$ cat config.mk
export PLATFORM = sky130hd
export DESIGN_NAME = fsk_keepalive_transmitter
export DESIGN_NICKNAME = d
export VERILOG_FILES = /design/src/fsk_pkg.sv /design/src/fsk_stream_if.sv /design/src/fsk_buf.sv /design/src/fsk_keepalive_transmitter.sv
export SDC_FILE = /design/constraint.sdc
export NUM_CORES = 1
export LEC_CHECK = 0
export ABC_AREA = 1
export BUFFER_PORTS_ARGS = -buffer_cell sky130_fd_sc_hd__clkbuf_2
export CORE_MARGIN = 2
export CORE_UTILIZATION = 50
export CTS_CLUSTER_SIZE = 16
export DETAILED_ROUTE_END_ITERATION = 10
export PLACE_DENSITY = 0.66
export SLEW_MARGIN = 20
export SYNTH_ARGS = -nofsm -noshare
export SYNTH_HDL_FRONTEND = slang
export SYNTH_SLANG_ARGS = --single-unit
$ cat constraint.sdc
create_clock -name sys_clk_i -period 8.7 [get_ports sys_clk_i]
set_input_delay 0.435 -clock sys_clk_i [delete_from_list [all_inputs] [get_ports sys_clk_i]]
set_output_delay 0.435 -clock sys_clk_i [all_outputs]
set_load 0.02 [all_outputs]
$ cat src/fsk_pkg.sv
package fsk_pkg;
    // ****************************************************
    // clock and timing
    // ****************************************************
    localparam longint CLK_HZ = 125_000_000;
    localparam longint SAMPLE_RATE_HZ = 1_000_000;
    localparam int SAMPLE_CYCLES = int'(CLK_HZ / SAMPLE_RATE_HZ);
    localparam real BIT_PERIOD_MS = 5.12;
    localparam logic [31:0] BIT_PERIOD_DEFAULT = 32'(int'(BIT_PERIOD_MS * 1.0e-3 * real'(CLK_HZ)));
    // ****************************************************
    // tones, in hz
    // ****************************************************
    localparam longint MARK_HZ = 131_250;
    localparam longint SPACE_HZ = 143_750;
    localparam logic [31:0] PWM_INC_MARK = 32'((MARK_HZ << 32) / CLK_HZ);
    localparam logic [31:0] PWM_INC_SPACE = 32'((SPACE_HZ << 32) / CLK_HZ);
    localparam logic [31:0] PWM_DUTY_HI = 32'ha8f5_c28f;
    localparam logic [31:0] PWM_DUTY_LO = 32'h5555_5555;
    // ****************************************************
    // sine table phase, 13.12 fixed point
    // ****************************************************
    localparam int TABLE_BITS = 12;
    localparam longint TABLE_LEN = 4096;
    localparam int FRAC_BITS = 12;
    localparam int POS_W = 25;
    localparam logic [24:0] POS_TOP = 25'h100_0000;
    localparam logic [24:0] POS_WRAP = 25'h0ff_f000;
    localparam logic [24:0] STEP_MARK =
        25'(((MARK_HZ * TABLE_LEN) << FRAC_BITS) / SAMPLE_RATE_HZ);
    localparam logic [24:0] STEP_SPACE =
        25'(((SPACE_HZ * TABLE_LEN) << FRAC_BITS) / SAMPLE_RATE_HZ);
    localparam int DAC_W = 10;
    localparam logic [9:0] DAC_MID = 10'h200;
    // ****************************************************
    // packet
    // ****************************************************
    localparam logic [7:0] PKT_BITS = 8'h21;
    localparam logic [7:0] CYCLE_LAST = 8'hd0;
    localparam logic [3:0] WORD_LAST = 4'ha;
    // first element in the msb, one = mark
    localparam logic [10:0] WORD_ONE = 11'h0ed;
    localparam logic [10:0] WORD_ZERO = 11'h712;
    // ****************************************************
    // spi
    // ****************************************************
    localparam int SPI_W = 16;
    localparam logic [3:0] SPI_LAST_BIT = 4'hf;
    typedef enum logic [0:0] {
        FSK_SPI_IDLE = 1'b0,
        FSK_SPI_SHIFT = 1'b1
    } fsk_spi_state_t;
endpackage : fsk_pkg

$ cat src/fsk_stream_if.sv
interface fsk_stream_if;
    logic [15:0] data;
    logic valid;
    logic ready;
    modport src (output data, output valid, input ready);
    modport snk (input data, input valid, output ready);
endinterface : fsk_stream_if

$ cat src/fsk_buf.sv
module fsk_buf
    import fsk_pkg::*;
(
    input wire logic sys_clk_i,
    input wire logic rst_b_i,
    fsk_stream_if.snk in_s,
    fsk_stream_if.src out_s
);
    // ****************************************************
    // two slots used in turn
    // ****************************************************
    logic [15:0] slot [2];
    logic wr_sel;
    logic rd_sel;
    logic [1:0] fill;
    logic push;
    logic pop;

    assign in_s.ready = (fill != 2'h2);
    assign out_s.valid = (fill != 2'h0);
    assign out_s.data = slot[rd_sel];
    assign push = in_s.valid && in_s.ready;
    assign pop = out_s.valid && out_s.ready;

    // fill one slot while the other drains
    always_ff @(posedge sys_clk_i) begin
        if (push) begin
            slot[wr_sel] <= in_s.data;
        end
    end

    always_ff @(posedge sys_clk_i) begin
        if (!rst_b_i) begin
            wr_sel <= 1'b0;
            rd_sel <= 1'b0;
            fill <= 2'h0;
        end else begin
            if (push) begin
                wr_sel <= ~wr_sel;
            end
            if (pop) begin
                rd_sel <= ~rd_sel;
            end
            fill <= 2'(fill + {1'b0, push} - {1'b0, pop});
        end
    end
endmodule : fsk_buf

$ cat src/fsk_keepalive_transmitter.sv
// Behaviour
// - bit timer raises per-bit event; separate tone source sets frequency
// - cycle count advances once per bit; packet is three 11-bit words
// - each bit event picks mark or space tone from the next bit
// - pwm outputs stop after 33 bit periods and stay quiet
// - converter samples stop after 33 bit periods and stay quiet
// - after count 208 the count restarts and the packet repeats
// - WORD_ONE (11'h0ed) packet when selection is set, WORD_ZERO (11'h712) packet when selection is cleared
// - periodic sample event sends one sine sample over spi
// - 4096-entry table at 1 mhz, fractional position plus fractional step
// - read table at integer position; subtract 4095 when above 4095
// - per-bit event changes the phase step to mark or space
// - two buffers, each word moved to spi, swap on drain
// - mark tone 131.25 khz, space tone 143.75 khz
module fsk_keepalive_transmitter
    import fsk_pkg::*;
(
    input wire logic sys_clk_i,
    input wire logic rst_b_i,
    input wire logic enable_i,
    input wire logic dac_mode_i,
    input wire logic packet_selection_i,
    input wire logic [31:0] bit_period_i,
    output logic pwm_hi_o,
    output logic pwm_lo_o,
    output logic dac_mode_sel_o,
    output logic spi_sclk_o,
    output logic spi_mosi_o,
    output logic spi_cs_b_o,
    output logic tx_active_o,
    output logic [7:0] cycle_count_o
);
    // ****************************************************
    // bit rate timer
    // ****************************************************
    logic [31:0] bit_timer;
    logic bit_tick;
    logic [7:0] cycle_count;
    logic [3:0] word_idx;
    logic [10:0] word;
    logic tone_mark;
    logic tx_active;

    assign bit_tick = enable_i && (bit_timer >= 32'(bit_period_i - 32'h1));

    always_ff @(posedge sys_clk_i) begin
        if (!rst_b_i || !enable_i || bit_tick) begin
            bit_timer <= 32'h0;
        end else begin
            bit_timer <= 32'(bit_timer + 32'h1);
        end
    end

    // one count per bit, word index alongside
    always_ff @(posedge sys_clk_i) begin
        if (!rst_b_i || !enable_i) begin
            cycle_count <= 8'h0;
            word_idx <= 4'h0;
        end else if (bit_tick) begin
            if (cycle_count == CYCLE_LAST) begin
                cycle_count <= 8'h0;
                word_idx <= 4'h0;
            end else begin
                cycle_count <= 8'(cycle_count + 8'h1);
                word_idx <= (word_idx == WORD_LAST) ? 4'h0 : 4'(word_idx + 4'h1);
            end
        end
    end

    assign word = packet_selection_i ? WORD_ONE : WORD_ZERO;
    // first element first, one is mark
    assign tone_mark = word[4'(WORD_LAST - word_idx)];
    assign tx_active = enable_i && (cycle_count < PKT_BITS);

    // ****************************************************
    // pwm tone pair
    // ****************************************************
    logic [31:0] pwm_phase;

    always_ff @(posedge sys_clk_i) begin
        if (!rst_b_i || !tx_active) begin
            pwm_phase <= 32'h0;
        end else begin
            pwm_phase <= 32'(pwm_phase + (tone_mark ? PWM_INC_MARK : PWM_INC_SPACE));
        end
    end

    always_ff @(posedge sys_clk_i) begin
        if (!rst_b_i) begin
            pwm_hi_o <= 1'b0;
            pwm_lo_o <= 1'b0;
        end else begin
            pwm_hi_o <= tx_active && !dac_mode_i && (pwm_phase < PWM_DUTY_HI);
            pwm_lo_o <= tx_active && !dac_mode_i && (pwm_phase < PWM_DUTY_LO);
        end
    end

    // ****************************************************
    // converter sample stream
    // ****************************************************
    logic [6:0] samp_timer;
    logic samp_tick;
    logic [24:0] table_phase_position;
    logic [24:0] pos_sum;
    logic [24:0] table_phase_increment;
    logic [15:0] samp_word;
    logic samp_valid;
    logic dac_on;
    fsk_stream_if samp_s ();
    fsk_stream_if spi_s ();

    assign dac_on = tx_active && dac_mode_i;
    assign samp_tick = (samp_timer == 7'(SAMPLE_CYCLES - 1));
    assign table_phase_increment = tone_mark ? STEP_MARK : STEP_SPACE;
    assign pos_sum = 25'(table_phase_position + table_phase_increment);

    // sine from a parabola per half cycle, indexed by the 12-bit table position
    function automatic logic [15:0] fsk_table(input logic [11:0] idx);
        logic [21:0] prod;
        logic [9:0] mag;
        prod = 22'({11'h0, idx[10:0]} * (12'h800 - {1'b0, idx[10:0]}));
        mag = (prod[21:11] > 11'h1ff) ? 10'h1ff : prod[20:11];
        fsk_table = {6'h0, idx[11] ? 10'(DAC_MID - mag) : 10'(DAC_MID + mag)};
    endfunction : fsk_table

    always_ff @(posedge sys_clk_i) begin
        if (!rst_b_i || samp_tick) begin
            samp_timer <= 7'h0;
        end else begin
            samp_timer <= 7'(samp_timer + 7'h1);
        end
    end

    // a stalled sample holds its phase, so back-pressure loses no word
    always_ff @(posedge sys_clk_i) begin
        if (!rst_b_i) begin
            table_phase_position <= 25'h0;
            samp_word <= 16'h0;
            samp_valid <= 1'b0;
        end else begin
            if (samp_valid && samp_s.ready) begin
                samp_valid <= 1'b0;
            end
            // no new samples outside the packet
            if (samp_tick && dac_on && !(samp_valid && !samp_s.ready)) begin
                samp_word <= fsk_table(table_phase_position[23:12]);
                samp_valid <= 1'b1;
                table_phase_position <= (pos_sum > POS_WRAP) ? 25'(pos_sum - POS_WRAP) : pos_sum;
            end
        end
    end

    assign samp_s.data = samp_word;
    assign samp_s.valid = samp_valid;

    fsk_buf u_buf (
        .sys_clk_i(sys_clk_i),
        .rst_b_i(rst_b_i),
        .in_s(samp_s),
        .out_s(spi_s)
    );

    // ****************************************************
    // spi shifter, four clocks per bit
    // ****************************************************
    fsk_spi_state_t spi_state;
    logic [15:0] shreg;
    logic [3:0] bit_left;
    logic [1:0] ph;

    assign spi_s.ready = (spi_state == FSK_SPI_IDLE);

    // word moved into the spi shifter
    always_ff @(posedge sys_clk_i) begin
        if (!rst_b_i) begin
            spi_state <= FSK_SPI_IDLE;
            shreg <= 16'h0;
            bit_left <= 4'h0;
            ph <= 2'h0;
            spi_sclk_o <= 1'b0;
            spi_mosi_o <= 1'b0;
            spi_cs_b_o <= 1'b1;
        end else begin
            case (spi_state)
                FSK_SPI_IDLE: begin
                    if (spi_s.valid) begin
                        shreg <= spi_s.data;
                        spi_mosi_o <= spi_s.data[SPI_W - 1];
                        spi_cs_b_o <= 1'b0;
                        bit_left <= SPI_LAST_BIT;
                        ph <= 2'h0;
                        spi_state <= FSK_SPI_SHIFT;
                    end
                end
                FSK_SPI_SHIFT: begin
                    ph <= 2'(ph + 2'h1);
                    if (ph == 2'h1) begin
                        spi_sclk_o <= 1'b1;
                    end
                    if (ph == 2'h3) begin
                        spi_sclk_o <= 1'b0;
                        if (bit_left == 4'h0) begin
                            spi_cs_b_o <= 1'b1;
                            spi_state <= FSK_SPI_IDLE;
                        end else begin
                            bit_left <= 4'(bit_left - 4'h1);
                            spi_mosi_o <= shreg[SPI_W - 2];
                            shreg <= {shreg[14:0], 1'b0};
                        end
                    end
                end
                default: begin
                    spi_state <= FSK_SPI_IDLE;
                end
            endcase
        end
    end

    always_ff @(posedge sys_clk_i) begin
        if (!rst_b_i) begin
            dac_mode_sel_o <= 1'b0;
            tx_active_o <= 1'b0;
            cycle_count_o <= 8'h0;
        end else begin
            dac_mode_sel_o <= dac_mode_i;
            tx_active_o <= tx_active;
            cycle_count_o <= cycle_count;
        end
    end
endmodule : fsk_keepalive_transmitter

Yosys cells after proc, flatten, opt, wreduce, memory -nomap -nowiden
Memories as Yosys holds them, arrays and structs flattened. A register that Yosys moved wholly into a read port is not among the register bits.
Index checks and enable logic that the tools add are counted.

storage, ports and cells
  register bits after elaboration = 160
  memory bits (writable) = 20
  input bits = 37
  output and inout bits = 15
  logic and storage cells = 130
  memories kept = 1

memories
  name        words  width  rd ports  clocked after memory_dff  write ports  line           source
  u_buf.slot  2      10     1         1                         1            fsk_buf.sv:12  logic [15:0] slot [2];

operators by class
  add/subtract/negate cells = 16
  multipliers = 1
  $lt $le $gt $ge = 7
  eq/ne operators = 10
  muxes and demuxes = 41
  bitwise operators = 3
  reduce and logical (&&, ||, !) cells = 28

operators by type and width
  cell                                                             count
  2-to-1 mux 15 bit                                                3
  adder 32 x 1 -> 32 bit, second input constant                    1
  adder 32 x 23 -> 32 bit                                          1
  >= comparator 32 bit                                             1
  less-than comparator 32 x 31 -> 1 bit, second input constant     1
  less-than comparator 32 bit, second input constant               1
  subtractor 32 x 1 -> 32 bit, second input constant               1
  one-hot mux 15 bit (2 select lines)                              1
  adder 25 x 22 -> 25 bit                                          1
  greater-than comparator 25 x 24 -> 1 bit, second input constant  1
  2-to-1 mux 25 bit                                                1
  subtractor 25 x 24 -> 25 bit, second input constant              1
  multiplier 12 x 13 -> 22 bit                                     1
  2-to-1 mux 10 bit                                                2
  2-to-1 mux 20 bit                                                1
  2-to-1 mux 4 bit                                                 5
  2-to-1 mux 19 bit                                                1
  2-to-1 mux 1 bit                                                 18
  subtractor 12 x 11 -> 13 bit, first input constant               1
  greater-than comparator 11 x 9 -> 1 bit, second input constant   1
  logical AND 1 bit                                                11
  2-to-1 mux 11 bit                                                1
  adder 10 bit, first input constant                               1
  subtractor 10 bit, first input constant                          1
  30 further kinds                                                 48

Logic depth before layout (Yosys ltp)
Gate-level depths: netlist of run 1.

  word-level depth = 7
  mapped depth = 42
  mapped depth without buffers = 41

Hierarchy
Synthesis of run 1 repeated with hierarchy kept, for this count alone.

unflattened totals
  cells, all modules = 2,379
  area total of the unflattened synthesis = 16,877.4 um2

modules (own cells, without submodules)
  module                     times used  cells an instance  area each (um2)  seq. area each (um2)
  fsk_keepalive_transmitter  1           2,293              15,427.3         3,123.0
  fsk_buf                    1           86                 1,450.1          1,061.0

Least setup slack after synthesis of run 1
OpenSTA, ideal clock, no wires.

  kind = register to register
  start point = register table_phase_position[13]
  end point = register samp_word[8] (netlist: samp_s.data[8])
  library setup time = 0.109 ns
  data arrival time = 6.395 ns
  data required time = 8.591 ns
  path slack = 2.196 ns
  stages on the path, launching flop included = 41
  path buffers = 1
  clock period less this slack = 6.504 ns
  cell sequence = dfxtp_1 buf_6 nor3_1 inv_1 nor2_1 inv_1 nor4_1 ha_1 inv_1 nand2_1 fa_1 inv_1 fa_1 fa_1 fa_1 inv_1 fa_1 inv_1 [5 not listed] nor2_1 nand2_1 nand2_1 nand2_1 nand2_1 nand2_1 nand2_1 nor2_1 ha_1 inv_1 nor2_1 nand4_1 nand2_1 nand3_1 nand2_1 nand3_1 nand2_1 inv_1

on the way
  longest elaborated chain between the ends = 6
  elaborated cells on any way between the ends = 7
  those cells by class = 3 x add/sub; 1 x mul; 1 x order compare; 2 x mux

RTL lines
  element                                                   line                              source
  start: declaration                                        fsk_keepalive_transmitter.sv:103  logic [24:0] table_phase_position;
  start signal: assignment                                  fsk_keepalive_transmitter.sv:148  table_phase_position <= (pos_sum > POS_WRAP) ? 25'(pos_sum - POS_WRAP) : pos_sum;
  subtractor 12 x 11 -> 13 bit                              fsk_keepalive_transmitter.sv:121  prod = 22'({11'h0, idx[10:0]} * (12'h800 - {1'b0, idx[10:0]}));
  multiplier 12 x 13 -> 22 bit *                            fsk_keepalive_transmitter.sv:121
  greater-than comparator 11 x 9 -> 1 bit                   fsk_keepalive_transmitter.sv:122  mag = (prod[21:11] > 11'h1ff) ? 10'h1ff : prod[20:11];
  2-to-1 mux 10 bit *                                       fsk_keepalive_transmitter.sv:122
  adder 10 bit / subtractor 10 bit (equally long branches)  fsk_keepalive_transmitter.sv:123  fsk_table = {6'h0, idx[11] ? 10'(DAC_MID - mag) : 10'(DAC_MID + mag)};
  2-to-1 mux 10 bit *                                       fsk_keepalive_transmitter.sv:123
  end signal: assignment                                    fsk_keepalive_transmitter.sv:146  samp_word <= fsk_table(table_phase_position[23:12]);
  end: declaration                                          fsk_keepalive_transmitter.sv:106  logic [15:0] samp_word;

Mark *: on every way between the ends. The rest lies on a longest branch, timed or not.
A chain may end at the register's enable or synchronous reset.

Worst setup path in the final report of run 1
  start point = register table_phase_position[17]
  end point = register samp_word[8] (netlist: samp_s.data[8])

Same word-level chain as after synthesis.

==> results of run 1 <==
## layout make-up
type,count,area [um2]
clock buffers,19,437
repair buffers,60,323
flip-flops and latches,181,3820
multi-input cells,1740,10800
well taps,442,553
inverters,401,1510
fillers,3248,14700
clock inverters,13,133
## worst min-delay path, cell delays in order
cell	delay (ps)
clkbuf_2	140
nand2_1	70
inv_1	40
## where the power goes
group	internal, mW	switching [mW]	total, mW
sequential	0.888	0.0427	0.931
clock	0.385	0.382	0.767
combinational	0.112	0.207	0.319
## synthesized netlist by cell type, drive strengths merged, types with 6 or more instances
master | instances | share of area, %
a21oi | 147 | 4.5
a31oi | 16 | 0.61
buf | 13 | 0.54
clkbuf | 35 | 0.80
dfxtp | 161 | 20
edfxtp | 20 | 3.7
fa | 88 | 11
ha | 148 | 11
inv | 398 | 9.1
nand2 | 579 | 13
nand3 | 120 | 3.8
nand3b | 11 | 0.50
nand4 | 49 | 1.9
nor2 | 260 | 6.1
nor3 | 34 | 1.1
nor3b | 14 | 0.64
nor4 | 25 | 1.0
o211ai | 22 | 1.0
o21ai | 84 | 2.6
o21bai | 6 | 0.28
or2 | 13 | 0.50
xnor2 | 24 | 1.3
xor2 | 54 | 2.9
## logic make-up after synthesis
| family | Yosys count | share of synthesized area [%] |
|---|---|---|
| and+or+nand+nor | 1112 | 29.3 |
| AOI/OAI and AO/OA | 303 | 10.4 |
| other | 2 | 0.0459 |
| adders and majority gates | 236 | 22.1 |
| buffers and inverters | 450 | 10.6 |
| DFF | 181 | 23.4 |
| muxes | 1 | 0.0688 |
| xor gates and xnor gates | 78 | 4.17 |
## registers in the layout, summed over array words and instances (netlist names), 2 cells and up, named ones only
name,count
bit_left,4
bit_timer,32
cycle_count,8
cycle_count_o,8
ph,2
pwm_phase,32
samp_s.data,10
samp_timer,7
shreg,15
table_phase_position,25
u_buf.fill,2
u_buf.slot,20
word_idx,4
## metal layers
| layer | up-vias | share of wire, % | wire length (um) | track usage (%) |
|---|---|---|---|---|
| li1 | 7647 | - | - | - |
| met1 | 6930 | 48 | 19500 | 33.9 |
| met2 | 290 | 46 | 18500 | 41.7 |
| met3 | 46 | 4.1 | 1670 | 3.20 |
| met4 | 0 | 2.0 | 822 | 7.17 |
| met5 | - | 0 | 0 | 0 |
## path summary, 6_finish.rpt
kind	to	depth (start not counted)
max reg2reg	samp_s.data[8]	37
min reg2reg	cycle_count_o[3]	2
max	samp_s.data[8]	37
min	dac_mode_sel_o	3
## stage by stage
stage	area [um2]	hold WS, ps	worst slack [ps]
finish	17600	263	1150
global placement	17100	416	1470
CTS	17600	247	1210
detailed placement	17100	424	1250
floorplan	16400	407	2200
global route	17600	261	457
==> results.md, run 1 <==
- NumNets Final: 2674
- Slew Limit Headroom: 39.5%
- Antenna Nets Post-Route: 0
- Die footprint: 34200 um2
- Cell Area, Synth: 16400 um2
- Synth-to-layout area growth: 7.67%
- Clk sinks: 181
- Skew-Pair Late Insertion Delay: 460 ps
- Util after Layout: 54.4%
- H-tree depth: 4
- Setup TNS: 0 ps
- WP data required: 9060 ps
- Largest net degree at the start of global routing: 49
- Bufs and invs on worst path: 8
- Number of synthesized flops with an enable pin: 20
- Skew final: 15.7 ps
- CP peak stage delay: 770 ps
- Drt via density: 5.22
- Final RePlAce weighted congestion: 0.979
- Initial core utilization: 50.6%
- Fin cells: 2856
- CP Capture Type: flop
- Hold Path Class: primary input to flop
- CTS clock-pin slew for the worst setup and hold paths: 80 ps
- CP top delay family: adder cells
- Syn avg cell area: 6.93 um2
- Outcome: complete, no violations
- Total wire length: 40500 um
- WS Path Type: flop to flop
- Post-layout min period: 7550 ps
- Setup-failing EPs final: 0
- Die Ht: 185 um
- Commonest non-fill, non-tap cells in the layout: nand2_1 (570), inv_1 (393), nor2_1 (251)
- Peak Freq: 0.133 GHz
- First-pass GRT wire length: 69000 um
- Max clock buf depth: 2
- Cell count after synthesis: 2363
- Die width: 185 um
- Most common flop cell mapped by yosys: dfxtp_1
- Hold_buf cts: 0
- Wirelength per Cell: 14.2 um
- Final Max Slew Viols: 0
- Yosys reg bits: 181
- RSZ-0062 raised after global routing: no
- Async set-reset flop share out of synthesis: 0%
- R2R setup slack: 1150 ps
- PwrDens: 114 nW/um2
- Total power: 2.02 mW
- Post-CTS resize count: 0
- Hold path start: dac_mode_i
- Worst IR Drop VDD: 0.133 mV
- Synth warn: 0
- I/O pin count: 52
- Maxcap violations: 0
- DRC: 0
- Crit path max-delay cell type: dfxtp_1
- Vias in the first global route: 14311
- Global Route Usage Sum: 25.0%
- Inst Count DP: 2824
- CP Data Arrival Time: 7910 ps
- Pin slew with the least headroom to its limit: 905 ps
- Post-CTS setup buffer count: 0
- Distinct cell type count after synthesis: 58
- Initial antenna violation count: 0
- CTS tree: done
- P_leak: 8.68 nW
- Layout cells sized above 1: 5.88%
- CTS root buffer: clkbuf_16
- Core area: 32400 um2
- CTS Buf Count: 17
- Period utilisation layout: 86.7%
- Worst R2R Start: table_phase_position[17]
- # rows: 66
- Worst path most repeated cell: nand2_1
- DP Wirelength: 32000 um
- Post-synthesis sequential area ratio: 23.4%
- Initial DRC count: 1081
- TritonRoute pass-1 iters: 5
- Crit path max fanout: 17
- Ant diodes: 0
- Port Buf Inserts: 51
- Critical Path Source Type: flop
- Grt total ovfl: 0
- Vias: 14913
- Final-report hold violation count: 0
- Most common cell after layout, fill and taps aside: nand2_1
- Setup crit start: table_phase_position[17]
Power figures use the tool's default switching activity.
==> run 2: changes to the inputs <==
==> constraint.sdc (replaced) <==
create_clock -name sys_clk_i -period 8.7 [get_ports sys_clk_i]
set_input_delay 2.61 -clock sys_clk_i [delete_from_list [all_inputs] [get_ports sys_clk_i]]
set_output_delay 2.61 -clock sys_clk_i [all_outputs]
set_load 0.02 [all_outputs]
==> run 2 against run 1 <==
  * Register-to-register slack got worse by 180 ps
  * Non-clock buffer count increased by 5
  * Worst hold slack improved by 160 ps
  * Utilization up 0.20 points
  * Count of clock-buffer cells in the layout increased by 1
  * Final area grew 0.38%
  * Largest power group unchanged
==> results.md, run 2 (synthesized netlist as in run 1, its figures left out) <==
- Skew final: 9.97 ps
- Psw: 638 uW
- Fin cells: 2861
- Period utilisation layout: 88.8%
- Worst R2R Start: table_phase_position[12]
- Total power: 2.06 mW
- Pin slew with the least headroom to its limit: 906 ps
- DRC: 0
- Switching share of total power: 31.0%
- Setup crit start: table_phase_position[12]
- CTS clock-pin slew for the worst setup and hold paths: 80 ps
- Final-report hold violation count: 0
- I/O pin count: 52
- Setup TNS: 0 ps
- First-pass GRT wire length: 67800 um
- CTS Buf Count: 17
- P_leak: 8.72 nW
- Worst IR Drop VDD: 0.137 mV
- Hold-critical path endpoint: cycle_count_o[3]
- Post-layout min period: 7720 ps
- Critical Path Source Type: flop
- Hold Path Class: flop to flop
- RSZ-0062 raised after global routing: no
- Final Max Slew Viols: 0
- Ant diodes: 0
- Port Buf Inserts: 51
- Dpl ws: 1090 ps
- CP Data Arrival Time: 8070 ps
- NumNets Final: 2679
- # rows: 66
- Peak Freq: 0.129 GHz
- Final RePlAce weighted congestion: 0.930
- Maxcap violations: 0
- WP data required: 9050 ps
- Global Route Usage Sum: 24.4%
- Final setup margin: 977 ps
- Top flop regs: bit_timer: 32 flops, pwm_phase: 32 flops, table_phase_position: 25 flops
- Wirelength per Cell: 13.9 um
- CP Capture Type: flop
- Layout cells sized above 1: 5.99%
- Clock share of power: 39.4%
- Largest net degree at the start of global routing: 49
- DP Area: 17100 um2
- DP Wirelength: 30900 um
- CTS root buffer: clkbuf_16
- Hold path start: cycle_count[3]
- Crit path max fanout: 24
- Initial antenna violation count: 0
- Area of the multi-input gates: 10800 um2
- PwrDens: 116 nW/um2
- Int Pwr: 1.42 mW
- Die width: 185 um
- Util after Layout: 54.6%
- Outcome: complete, no violations
- Die footprint: 34200 um2
- Die Ht: 185 um
- TritonRoute pass-1 iters: 6
- Core area: 32400 um2
- Design area: 17700 um2
- Drt via density: 5.22
- Synth-to-layout area growth: 8.07%
- Fill cells: 3238
- Comb pwr share: 15.4%
- CTS tree: done
- H-tree depth: 4
- Reg power frac: 45.3%
- Initial core utilization: 50.6%
- Register area: 3820 um2
- Slew Limit Headroom: 39.5%
- Inst Count DP: 2829
- RR Endpoint: samp_s.data[8]
- Post-CTS resize count: 0
- CP peak stage delay: 920 ps
- Post-CTS setup buffer count: 0
- FF-to-FF path depth: 36
- Grt total ovfl: 0
- Hold_buf cts: 0
- Worst hold slack: 428 ps
- Skew-Pair Late Insertion Delay: 450 ps
- R2R setup slack: 980 ps
- Vias in the first global route: 14195
- Setup-failing EPs final: 0
- WS Path Type: flop to flop
- Total wire length: 39800 um
- Crit path max-delay cell type: dfxtp_1
- Hold-critical path depth: 2
- Antenna Nets Post-Route: 0
- Commonest non-fill, non-tap cells in the layout: nand2_1 (571), inv_1 (393), nor2_1 (251)
- Vias: 14928
- Clk sinks: 181
- Most common cell after layout, fill and taps aside: nand2_1
- Worst path most repeated cell: nand2_1
- Initial DRC count: 1048
- Max clock buf depth: 2
run 2: power groups by stage:
| stage | clock (mW) | sequential [mW] | combinational (mW) |
|---|---|---|---|
| CTS | 0.831 | 0.932 | 0.318 |
| global route | 0.863 | 0.940 | 0.366 |
| floorplan | 0 | 0.933 | 0.246 |
| finish | 0.810 | 0.932 | 0.316 |
| detailed placement | 0 | 0.950 | 0.316 |
| global placement | 0 | 0.949 | 0.308 |
run 2: layout make-up:
cell class                      instances  share of cell area, %
Multi-Input combinational cell       1740                   61.3
Inverter                              401                   8.51
Clock inverter                         12                  0.870
Clock buffer                           20                   2.53
Timing Repair Buffer                   65                   2.04
Sequential cell                       181                   21.6
Tap cell                              442                   3.13
run 2: worst max-delay path by stage:
stage / slack (ps) / cells past startpoint / to
final: 980 / 36 / samp_s.data[8]
after global routing: 270 / 38 / samp_s.data[8]
after CTS: 1040 / 36 / samp_s.data[8]
after detailed placement: 1090 / 36 / samp_s.data[8]
after global placement: 1280 / 22 / cycle_count[6]
after floorplan: 2200 / 40 / samp_s.data[8]
run 2: routing by layer:
layer	part of all wire, %	track usage [%]	vias up
li1	-	-	7638
met1	48	33.5	6928
met2	46	40.5	323
met3	4.4	2.77	39
met4	1.8	6.76	0
met5	0	0	-
run 2: critical path: cells and delay by family (launching register included):
family / cells / cell delay, ps
fa+ha+maj: 9 / 3660
flops: 1 / 920
buf+inv: 8 / 740
simple gates: 19 / 2290
